### config.mk
export PLATFORM = sky130hd
export DESIGN_NAME = dpio_top
export DESIGN_NICKNAME = d
export VERILOG_FILES = /design/src/hw/dpio_pkg.sv /design/src/hw/dpio_sync.sv /design/src/hw/dpio_top.sv
export SDC_FILE = /design/constraint.sdc
export NUM_CORES = 1
export LEC_CHECK = 0
export BUFFER_PORTS_ARGS = -buffer_cell sky130_fd_sc_hd__buf_2
export CORE_MARGIN = 8
export CORE_UTILIZATION = 54
export DETAILED_ROUTE_END_ITERATION = 8
export HOLD_SLACK_MARGIN = 0.03
export PLACE_DENSITY_LB_ADDON = 0.05
export SETUP_SLACK_MARGIN = 0.2
export SLEW_MARGIN = 20
export SYNTH_ARGS = -nofsm -noshare
export SYNTH_HDL_FRONTEND = slang
export SYNTH_SLANG_ARGS = --single-unit
### constraint.sdc
create_clock -name pclk -period 3 [get_ports pclk]
set_input_delay 0.6 -clock pclk [delete_from_list [all_inputs] [get_ports pclk]]
set_output_delay 0.6 -clock pclk [all_outputs]
set_load 0.02 [all_outputs]
### src/hw/dpio_pkg.sv
// Purpose: Constants and carrier types for the dual parallel I/O ports
// Assumes: APB slave, 32-bit data, 8-bit ports in the low byte
// Notes:   Registers are numbered by index; the byte address is four times the index
//
// Functional notes
// - The first port is eight bits wide and its upper four pins can serve second timer channels.
// - First port latches keep their value through reset and are readable and writable per pin.
// - The timer select register bit of each channel decides if a shared pin is timer or GPIO.
// - A first-port direction bit of 1 enables the pin output buffer and 0 makes it an input.
// - Reset clears the first-port direction register so all its pins start as inputs.
// - First-port data reads give the latch for output pins and the pin level for input pins.
// - Data latch writes with the low byte strobe set update the latch and never change what an input pin reads.
// - The second port is eight bits wide with reset-independent readable and writable latches.
// - A second-port pin chosen by the converter channel select is forced to analog input.
// - Unselected second-port pins are plain digital I/O under the data and direction registers.
// - A second-port direction bit of 1 enables the output buffer and 0 leaves it high-Z input.
// - Reset clears the second-port direction register so all its pins start as inputs.
// - Second-port data reads give the latch for output pins and the pin level for input pins.
package dpio_pkg;

  // ***************************************************************
  // Register map
  // ***************************************************************
  localparam logic [15:0] FIRST_LATCH_IDX  = 16'h0440;
  localparam logic [15:0] SECOND_LATCH_IDX = 16'h0441;
  localparam logic [15:0] FIRST_DIR_IDX    = 16'h0442;
  localparam logic [15:0] SECOND_DIR_IDX   = 16'h0443;
  localparam logic [15:0] ADC_SEL_IDX      = 16'h0444;
  localparam logic [15:0] TIMER_SEL_IDX    = 16'h0445;

  // ***************************************************************
  // Fields and widths
  // ***************************************************************
  localparam int          PORT_W      = 8;
  localparam int          TCH_LO      = 4;
  localparam int          TCH_N       = 4;
  localparam int          ADC_SEL_W   = 5;
  localparam logic [4:0]  ADC_G_BASE  = 5'h10;
  localparam logic [7:0]  DIR_RESET   = 8'h00;
  localparam logic [31:0] RDATA_RESET = 32'h0000_0000;

  // Per-port pin bundle
  typedef struct packed {
    logic [PORT_W-1:0] o;
    logic [PORT_W-1:0] oe;
  } dpio_pins_t;

  // Timer channel request bundle for the four shared pins
  typedef struct packed {
    logic [TCH_N-1:0] out;
    logic [TCH_N-1:0] oe;
  } dpio_tch_t;

endpackage

### src/hw/dpio_sync.sv
// Purpose: Two-flop synchroniser for a bus of pin levels
// Assumes: Single pclk domain, asynchronous active-low reset
// Notes:   First stage feeds only the second stage
module dpio_sync #(
  parameter int W = 8
) (
  input  wire logic         pclk,    // Bus clock
  input  wire logic         presetn, // Async reset, active low
  input  wire logic [W-1:0] d,       // Asynchronous input
  output logic      [W-1:0] q        // Synchronised output
);
  logic [W-1:0] meta_reg;

  // Two stages so metastability settles before any reader
  always_ff @(posedge pclk or negedge presetn) begin
    if (!presetn) begin
      meta_reg <= '0;
      q        <= '0;
    end else begin
      meta_reg <= d;
      q        <= meta_reg;
    end
  end
endmodule

### src/hw/dpio_top.sv
// Purpose: Two 8-bit parallel I/O ports behind an APB slave
// Assumes: pclk 125 MHz; timer and converter live outside this block
// Notes:   Pads are split into in/out/oe; the pad ring resolves the wire
module dpio_top
  import dpio_pkg::*;
(
  input  wire logic        pclk,           // Bus clock
  input  wire logic        presetn,        // Async reset, active low
  input  wire logic        psel,           // APB select
  input  wire logic        penable,        // APB access phase
  input  wire logic        pwrite,         // APB direction
  input  wire logic [15:0] paddr,          // APB byte address
  input  wire logic [31:0] pwdata,         // APB write data
  input  wire logic [3:0]  pstrb,          // APB byte strobes
  output logic      [31:0] prdata,         // APB read data
  output logic             pready,         // APB ready
  output logic             pslverr,        // APB error on unmapped address
  input  wire logic [7:0]  first_pin_in,   // First port pad levels
  output logic      [7:0]  first_pin_out,  // First port pad drive
  output logic      [7:0]  first_pin_oe,   // First port output enable
  input  wire logic [7:0]  second_pin_in,  // Second port pad levels
  output logic      [7:0]  second_pin_out, // Second port pad drive
  output logic      [7:0]  second_pin_oe,  // Second port output enable
  output logic      [7:0]  second_analog,  // Pin routed to converter
  input  wire logic [3:0]  tch_out,        // Timer channel drive level
  input  wire logic [3:0]  tch_oe,         // Timer channel drive enable
  output logic      [3:0]  tch_in          // Synchronised level to timer
);

  // ***************************************************************
  // Registers
  // ***************************************************************
  logic [7:0]           first_port_latch;   // No reset, holds through reset
  logic [7:0]           second_port_latch;
  logic [7:0]           first_port_direction;
  logic [7:0]           second_port_direction;
  logic                 adc_enable_reg;
  logic [ADC_SEL_W-1:0] adc_chan_reg;
  logic [TCH_N-1:0]     timer_sel_reg;
  logic [7:0]           first_sync;
  logic [7:0]           second_sync;
  logic [7:0]           adc_onehot;
  dpio_pins_t           first_next;
  dpio_pins_t           second_next;
  dpio_tch_t            tch;
  logic [15:0]          idx;
  logic                 aligned;
  logic                 hit;
  logic                 wr_en;
  logic                 rd_en;
  logic [31:0]          rd_next;

  assign tch.out = tch_out;
  assign tch.oe  = tch_oe;

  // Byte address to register index; only whole aligned words decode
  assign idx     = {2'b00, paddr[15:2]};
  assign aligned = (paddr[1:0] == 2'b00);
  assign hit = aligned && (idx == FIRST_LATCH_IDX || idx == SECOND_LATCH_IDX
                        || idx == FIRST_DIR_IDX || idx == SECOND_DIR_IDX
                        || idx == ADC_SEL_IDX || idx == TIMER_SEL_IDX);
  assign wr_en = psel && penable && pwrite && hit && pstrb[0];
  assign rd_en = psel && !penable && !pwrite;

  // ***************************************************************
  // Pin synchronisers
  // ***************************************************************
  dpio_sync #(.W(PORT_W)) u_sync_first (
    .pclk    (pclk),
    .presetn (presetn),
    .d       (first_pin_in),
    .q       (first_sync)
  );

  dpio_sync #(.W(PORT_W)) u_sync_second (
    .pclk    (pclk),
    .presetn (presetn),
    .d       (second_pin_in),
    .q       (second_sync)
  );

  // ***************************************************************
  // Data latches
  // ***************************************************************
  // Latches have no reset term so their contents survive reset
  always_ff @(posedge pclk) begin
    if (wr_en && idx == FIRST_LATCH_IDX) begin
      first_port_latch <= pwdata[7:0];
    end
    if (wr_en && idx == SECOND_LATCH_IDX) begin
      second_port_latch <= pwdata[7:0];
    end
  end

  // Direction and select registers clear on reset
  always_ff @(posedge pclk or negedge presetn) begin
    if (!presetn) begin
      first_port_direction  <= DIR_RESET;
      second_port_direction <= DIR_RESET;
      adc_enable_reg        <= 1'b0;
      adc_chan_reg          <= '0;
      timer_sel_reg         <= '0;
    end else if (wr_en) begin
      case (idx)
        FIRST_DIR_IDX:  first_port_direction  <= pwdata[7:0];
        SECOND_DIR_IDX: second_port_direction <= pwdata[7:0];
        ADC_SEL_IDX: begin
          adc_chan_reg   <= pwdata[ADC_SEL_W-1:0];
          adc_enable_reg <= pwdata[ADC_SEL_W];
        end
        TIMER_SEL_IDX:  timer_sel_reg <= pwdata[TCH_N-1:0];
        default: ;
      endcase
    end
  end

  // ***************************************************************
  // Pin drive
  // ***************************************************************
  // Converter select decodes to one pin of the second port
  always_comb begin
    adc_onehot = '0;
    for (int i = 0; i < PORT_W; i++) begin
      if (adc_enable_reg && adc_chan_reg == ADC_G_BASE + i[ADC_SEL_W-1:0]) begin
        adc_onehot[i] = 1'b1;
      end
    end
  end

  always_comb begin
    first_next.o  = first_port_latch;
    first_next.oe = first_port_direction;
    for (int i = 0; i < TCH_N; i++) begin
      if (timer_sel_reg[i]) begin
        first_next.o[TCH_LO+i]  = tch.out[i];
        first_next.oe[TCH_LO+i] = tch.oe[i];
      end
    end
    second_next.o  = second_port_latch & ~adc_onehot;
    second_next.oe = second_port_direction & ~adc_onehot;
  end

  // Registered pad outputs; one cycle after a register write
  always_ff @(posedge pclk or negedge presetn) begin
    if (!presetn) begin
      first_pin_out  <= '0;
      first_pin_oe   <= '0;
      second_pin_out <= '0;
      second_pin_oe  <= '0;
      second_analog  <= '0;
      tch_in         <= '0;
    end else begin
      first_pin_out  <= first_next.o;
      first_pin_oe   <= first_next.oe;
      second_pin_out <= second_next.o;
      second_pin_oe  <= second_next.oe;
      second_analog  <= adc_onehot;
      tch_in         <= first_sync[TCH_LO +: TCH_N];
    end
  end

  // ***************************************************************
  // APB read path and response
  // ***************************************************************
  // Read data is captured in setup so it is stable in the access phase
  always_comb begin
    rd_next = RDATA_RESET;
    case (idx)
      FIRST_LATCH_IDX:
        rd_next[7:0] = (first_port_latch & first_port_direction)
                     | (first_sync & ~first_port_direction);
      SECOND_LATCH_IDX:
        rd_next[7:0] = (second_port_latch & second_port_direction)
                     | (second_sync & ~second_port_direction);
      FIRST_DIR_IDX:  rd_next[7:0] = first_port_direction;
      SECOND_DIR_IDX: rd_next[7:0] = second_port_direction;
      ADC_SEL_IDX:    rd_next[ADC_SEL_W:0] = {adc_enable_reg, adc_chan_reg};
      TIMER_SEL_IDX:  rd_next[TCH_N-1:0] = timer_sel_reg;
      default:        rd_next = RDATA_RESET;
    endcase
    if (!aligned) begin
      rd_next = RDATA_RESET;
    end
  end

  always_ff @(posedge pclk or negedge presetn) begin
    if (!presetn) begin
      prdata <= RDATA_RESET;
    end else if (rd_en) begin
      prdata <= rd_next;
    end
  end

  // Zero-wait answer: pready registered in setup, high in the access phase, so every access ends in two cycles
  always_ff @(posedge pclk or negedge presetn) begin
    if (!presetn) begin
      pready  <= 1'b0;
      pslverr <= 1'b0;
    end else begin
      pready  <= psel && !penable;
      pslverr <= psel && !penable && !hit;
    end
  end

  // ***************************************************************
  // Assertions
  // ***************************************************************
  a_dir_reset_input: assert property (
    @(posedge pclk) $rose(presetn) |-> (first_pin_oe == '0 && second_pin_oe == '0))
    else $error("Port pins not inputs after reset");

  a_first_dir_oe: assert property (
    @(posedge pclk) disable iff (!presetn)
    (wr_en && idx == FIRST_DIR_IDX && timer_sel_reg == '0)
      |=> ##1 (first_pin_oe == $past(pwdata[7:0], 2)))
    else $error("First port enable does not follow direction write");

  a_second_dir_oe: assert property (
    @(posedge pclk) disable iff (!presetn)
    (wr_en && idx == SECOND_DIR_IDX && adc_onehot == '0)
      |=> ##1 (second_pin_oe == $past(pwdata[7:0], 2)))
    else $error("Second port enable does not follow direction write");

  a_analog_override: assert property (
    @(posedge pclk) disable iff (!presetn)
    (second_analog != '0) |-> ((second_pin_oe & second_analog) == '0))
    else $error("Analog pin still driven");

  a_first_latch_read: assert property (
    @(posedge pclk) disable iff (!presetn)
    (rd_en && idx == FIRST_LATCH_IDX && first_port_direction == 8'hFF)
      |=> (prdata[7:0] == $past(first_port_latch)))
    else $error("First port read of output pins not the latch");

  a_second_pin_read: assert property (
    @(posedge pclk) disable iff (!presetn)
    (rd_en && idx == SECOND_LATCH_IDX && second_port_direction == 8'h00)
      |=> (prdata[7:0] == $past(second_pin_in, 3)))
    else $error("Second port read of input pins not the pin level");

  a_latch_write: assert property (
    @(posedge pclk) disable iff (!presetn)
    (wr_en && idx == SECOND_LATCH_IDX) |=> (second_port_latch == $past(pwdata[7:0])))
    else $error("Second port latch missed a write");

  a_timer_drive: assert property (
    @(posedge pclk) disable iff (!presetn)
    (timer_sel_reg[0] && $stable(timer_sel_reg)) |=> (first_pin_out[TCH_LO] == $past(tch_out[0])))
    else $error("Timer channel not driving shared pin");

  a_apb_answer: assert property (
    @(posedge pclk) disable iff (!presetn)
    (psel && !penable) |=> (pready && pslverr == !$past(hit)))
    else $error("APB answer wrong");

endmodule

==> After elaboration in Yosys (flattened, before gate mapping) <==
Index checks and enable logic that the tools add are counted.
{ "word_totals": {"reg_bits": 152, "output_inout_bits": 78, "word_cells": 96} }
{ "op_classes": {"n_eq_ne": 14, "muxes": 20, "n_bitwise": 11, "n_reduce_logical": 31} }
{ "ops": {"columns": ["cell", "n"], "rows": [
  ["== test 14 x 11 -> 1 bit (second input constant)", 6],
  ["AND 8 bit", 6],
  ["== test 5 bit (second input constant)", 8],
  ["inverter 8 bit", 3],
  ["case mux 4 bit (6 select lines)", 1],
  ["logical AND 1 bit", 18],
  ["two-way mux 1 bit", 16],
  ["bitwise OR 8 bit", 2],
  ["case mux 2 bit (5 select lines)", 1],
  ["two-way mux 8 bit", 1],
  ["case mux 2 bit (4 select lines)", 1],
  ["AND reduction 2 bit", 4],
  ["logical OR 1 bit", 5],
  ["zero test 1 bit", 3],
  ["zero test 2 bit", 1]
]} }

==> Depth between registers and ports, before layout <==
{ "logic_depth": {"ltp_word": 10, "mapped_depth": 6, "ltp_nobuf": 4} }

==> By module <==
A second synthesis with hierarchy kept.
{ "unflattened": {"hier_cells": 344, "area_unflattened_um2": 4819.6} }
{ "modules_own_cells": {"columns": ["mod", "n_inst", "cells_each", "area_per_inst_um2"], "rows": [
  ["dpio_top", 1, 312, 4018.9],
  ["dpio_sync", 2, 16, 400.4]
]} }

==> Least setup slack after synthesis <==
No wires, ideal clock.
{ "synth_path": {"path_kind": "input-to-reg", "start": "in paddr[11]", "end": "reg second_port_latch[0] (enable)", "setup_time_ps": 383, "arrival_time_ps": 2457, "setup_slack_ps": 160, "stages": 4, "path_cell_list": "or4b_1 -> buf_2 -> or4_1 -> nor3_1"} }
{ "synth_between": {"elab_chain_cells": 10, "elab_cells_between_ends": 15, "cone_classes": "eq/ne: 6; reduce/logical: 9"} }
{ "synth_lines": {"columns": ["item", "line_no", "text"], "rows": [
  ["start, declared", "dpio_top.sv:12", "input wire logic [15:0] paddr,"],
  ["== test 14 x 11 -> 1 bit, on equally long branches", "dpio_top.sv:59, dpio_top.sv:90", null],
  ["logical OR 1 bit", "dpio_top.sv:59", "assign hit = aligned && (idx == FIRST_LATCH_IDX || idx == SECOND_LATCH_IDX"],
  ["logical OR 1 bit (2 in a row)", "dpio_top.sv:60", "|| idx == FIRST_DIR_IDX || idx == SECOND_DIR_IDX"],
  ["logical OR 1 bit (2 in a row)", "dpio_top.sv:61", "|| idx == ADC_SEL_IDX || idx == TIMER_SEL_IDX);"],
  ["logical AND 1 bit", "dpio_top.sv:59", null],
  ["logical AND 1 bit (2 in a row)", "dpio_top.sv:62", "assign wr_en = psel && penable && pwrite && hit && pstrb[0];"],
  ["logical AND 1 bit (*)", "dpio_top.sv:90", "if (wr_en && idx == SECOND_LATCH_IDX) begin"],
  ["end signal, assigned", "dpio_top.sv:91", "second_port_latch <= pwdata[7:0];"],
  ["end, declared", "dpio_top.sv:34", "logic [7:0] second_port_latch;"]
]} }
Mark *: on every way between the ends. The rest lies on a longest branch, timed or not.
A chain may end at the register's enable or synchronous reset.

==> Worst setup path in the final report <==
{ "layout_path": {"start": "in paddr[11]", "end": "reg second_port_latch[1] (enable)"} }
Same word-level chain as after synthesis.

==> qor.txt <==
===============================================================================
Post-synthesis average cell area                                       14.2 µm²
Fraction of layout cells with a size suffix above 1                       41.8%
Met3 track demand over resource                                           6.22%
Crit Path Class                                                    input pin to flip-flop
Initial Util                                                              55.4%
Result of the run                                                  finished, final reports clean
Kind of end point of the critical path                                flip-flop
Bufs on Longest Clock Path                                                    2
Final Wtd Congestion                                                      0.850
Number of DRC markers in iteration 0                                        159
Hold_ws                                                               0.0886 ns
Met1 Use GR                                                               22.4%
Post-route setup TNS                                                       0 ns
Most instantiated library cell after synthesis                     sky130_fd_sc_hd__dfrtp_1
Met2 track utilization from global routing                                29.7%
Worst slew margin                                                         59.3%
IR drop worst, VDD                                                     0.562 mV
Die Footprint                                                        12,200 µm²
Initial antenna violation count                                               0
Hpwl dp                                                                 7.73 mm
Count of input and output buffers                                           107
HP Class                                                           input pin to async pin
Number of flops mapped to enable cells by yosys                              16
CP Max Fanout                                                                 8
Gate count after technology mapping                                         339
Pin count of the biggest net entering global routing                         49
Cells on worst reg2reg path                                                   4
Ys Warns                                                                      0
Dominant cell type by area after synthesis                         sky130_fd_sc_hd__dfrtp_1
Antenna cells                                                                 0
Final number of max-transition violations                                     0
Most instantiated cells after synthesis                            112 x sky130_fd_sc_hd__dfrtp_1, 35 x sky130_fd_sc_hd__mux2_2, 24 x sky130_fd_sc_hd__buf_4
Reg-to-reg critical path endpoint                                  second_pin_out[0]
Total of endpoints with negative setup slack in the final report              0
Most heavily used metal layer in global routing                            met2
Unique masters post-synth                                                    41
Clock Sink Count                                                            128
Area fraction of the dominant cell type after synthesis                   58.3%
Ports                                                                       159
Die Width                                                                110 µm
Cells resized by post-CTS repair                                              0
Worst-Skew Late Latency                                                 0.52 ns
Final worst path period need                                            2.13 ns
Hold buffer count at cts                                                      0
Setup slack on the worst flop-to-flop path                              1.52 ns
Number of rows created at floorplan                                          34
Routed wire length per instance                                         17.9 µm
RSZ-0062 raised after global routing                                         no
Number of buffers inserted to repair setup after CTS                          0
Clock tree from TritonCTS                                                   yes
Leakage power figure                                                    2.95 nW
Leading cell types by total area after synthesis                   sky130_fd_sc_hd__dfrtp_1 58%, sky130_fd_sc_hd__edfxtp_1 10%, sky130_fd_sc_hd__mux2_2 8.2%
Clock transition at the registers of the reported paths                 0.06 ns
CP required                                                             3.23 ns
Netlist Area Pre-Place                                                 4810 µm²
Register area share after synthesis                                       68.3%
Number of detailed-routing iterations run before antenna repair               5
Total Routed Length                                                     10.5 mm
H-tree depth reported by CTS                                                  4
Number of global-route vias before repair                                 3,209
GRT Overall Usage                                                         18.4%
Total congestion overflow                                                     0
Post-synth ARST share                                                     87.5%
Launch point of the worst reg-to-reg path                          adc_enable_reg
Vias after detailed routing                                               3,009
Slew @ Worst Pin                                                       0.611 ns
Final-stage net count                                                       547
Remaining design rule violation count                                         0
Final Cycle Share                                                         71.1%
Power density relative to cell area                                  637 nW/µm²
Main synth FF type                                                 sky130_fd_sc_hd__dfrtp_1
Count of final hold-check violations                                          0
Critical path launch point type                                       input pin
Worst Skew                                                           0.00792 ns
Synth-to-layout area growth                                               24.8%
Average via count per standard cell                                        5.13
Max frequency                                                           469 MHz
Master cell of the clock root buffer                               sky130_fd_sc_hd__clkbuf_8
Height of the die                                                        110 µm
Floorplan Core Area                                                    8680 µm²
Arrival time at the worst endpoint                                      2.36 ns
Number of antenna-violating nets in the routed design                         0
Wire length of the first global-routing pass                            16.5 mm
Max Cap Viol                                                                  0
Number of synthesized register bits                                         128
TritonCTS Buffers                                                            17
===============================================================================
routing by layer:
metal	vias to the layer above	part of all wire, %	wire length, µm
met5	-	0	0
met4	0	1.0	108
met3	12	6.9	725
met2	81	50	5310
met1	1494	42	4370
li1	1422	-	-
final cells by class:
type	instances	area, µm²
Clock inverter	15	135
Inverter	11	41.3
Timing Repair Buffer	118	633
Multi-Input combinational cell	190	1360
Tap cell	108	135
Fill cell	633	2680
Sequential cell	128	3280
Clock buffer	17	414
per-stage QoR:
stage	setup WS [ns]	util (%)	std cells	cell area [µm²]	total power, mW
CTS	0.879	69.1	587	6000	3.86
finish	0.866	69.1	587	6000	3.82
global placement	0.339	62.8	555	5450	1.98
global route	0.822	69.1	587	6000	3.95
floorplan	0.389	-	362	4900	1.91
detailed placement	0.321	62.8	555	5450	1.98
cell families (layout without fill, tap and decap cells):
logic type	after synthesis	in the layout	synth area share (%)
buffers and inverters	44	161	5.36
multiplexers	35	35	8.20
other	1	24	0.0780
AND/OR/NAND/NOR	82	82	11.2
AO/OA/AOI/OAI	49	49	6.82
flip-flops	128	128	68.3
worst max-delay path by stage:
| stage | depth (start not counted) | startpoint | endpoint | slack [ns] |
|---|---|---|---|---|
| floorplan | 4 | paddr[11] | second_port_latch[0] | 0.39 |
| detailed placement | 5 | paddr[11] | second_port_latch[5] | 0.32 |
| finish | 5 | paddr[11] | second_port_latch[1] | 0.87 |
| global route | 5 | paddr[11] | second_port_latch[5] | 0.82 |
| global placement | 5 | paddr[11] | second_port_latch[7] | 0.34 |
| CTS | 5 | paddr[11] | second_port_latch[1] | 0.88 |
report_power, final:
group | total [mW] | internal (mW) | switching [mW]
logic | 0.159 | 0.0471 | 0.112
registers | 1.79 | 1.78 | 0.00799
clock network | 1.87 | 1.05 | 0.819
placed cells by master (no fill, tap or decap), types with 4 or more instances in the layout:
cell	instances
sky130_fd_sc_hd__mux2_2	35
sky130_fd_sc_hd__nor2b_1	9
sky130_fd_sc_hd__and2_1	11
sky130_fd_sc_hd__and3_1	4
sky130_fd_sc_hd__o21ai_0	17
sky130_fd_sc_hd__o311ai_0	9
sky130_fd_sc_hd__dfrtp_1	112
sky130_fd_sc_hd__a21oi_1	9
sky130_fd_sc_hd__nor2_1	10
sky130_fd_sc_hd__edfxtp_1	16
sky130_fd_sc_hd__conb_1	24
sky130_fd_sc_hd__inv_1	11
sky130_fd_sc_hd__inv_6	8
sky130_fd_sc_hd__nand2b_1	4
sky130_fd_sc_hd__nand2_1	10
sky130_fd_sc_hd__o211ai_1	4
sky130_fd_sc_hd__or3b_2	7
sky130_fd_sc_hd__buf_2	106
sky130_fd_sc_hd__buf_4	11
sky130_fd_sc_hd__clkbuf_16	16
worst max-delay path: stages:
cell	delay, ns
sky130_fd_sc_hd__buf_2	0.09
sky130_fd_sc_hd__or4b_1	0.67
sky130_fd_sc_hd__or4_1	0.63
sky130_fd_sc_hd__nor3_2	0.17
sky130_fd_sc_hd__buf_4	0.19
No activity file was read; power rests on OpenSTA's default activity.
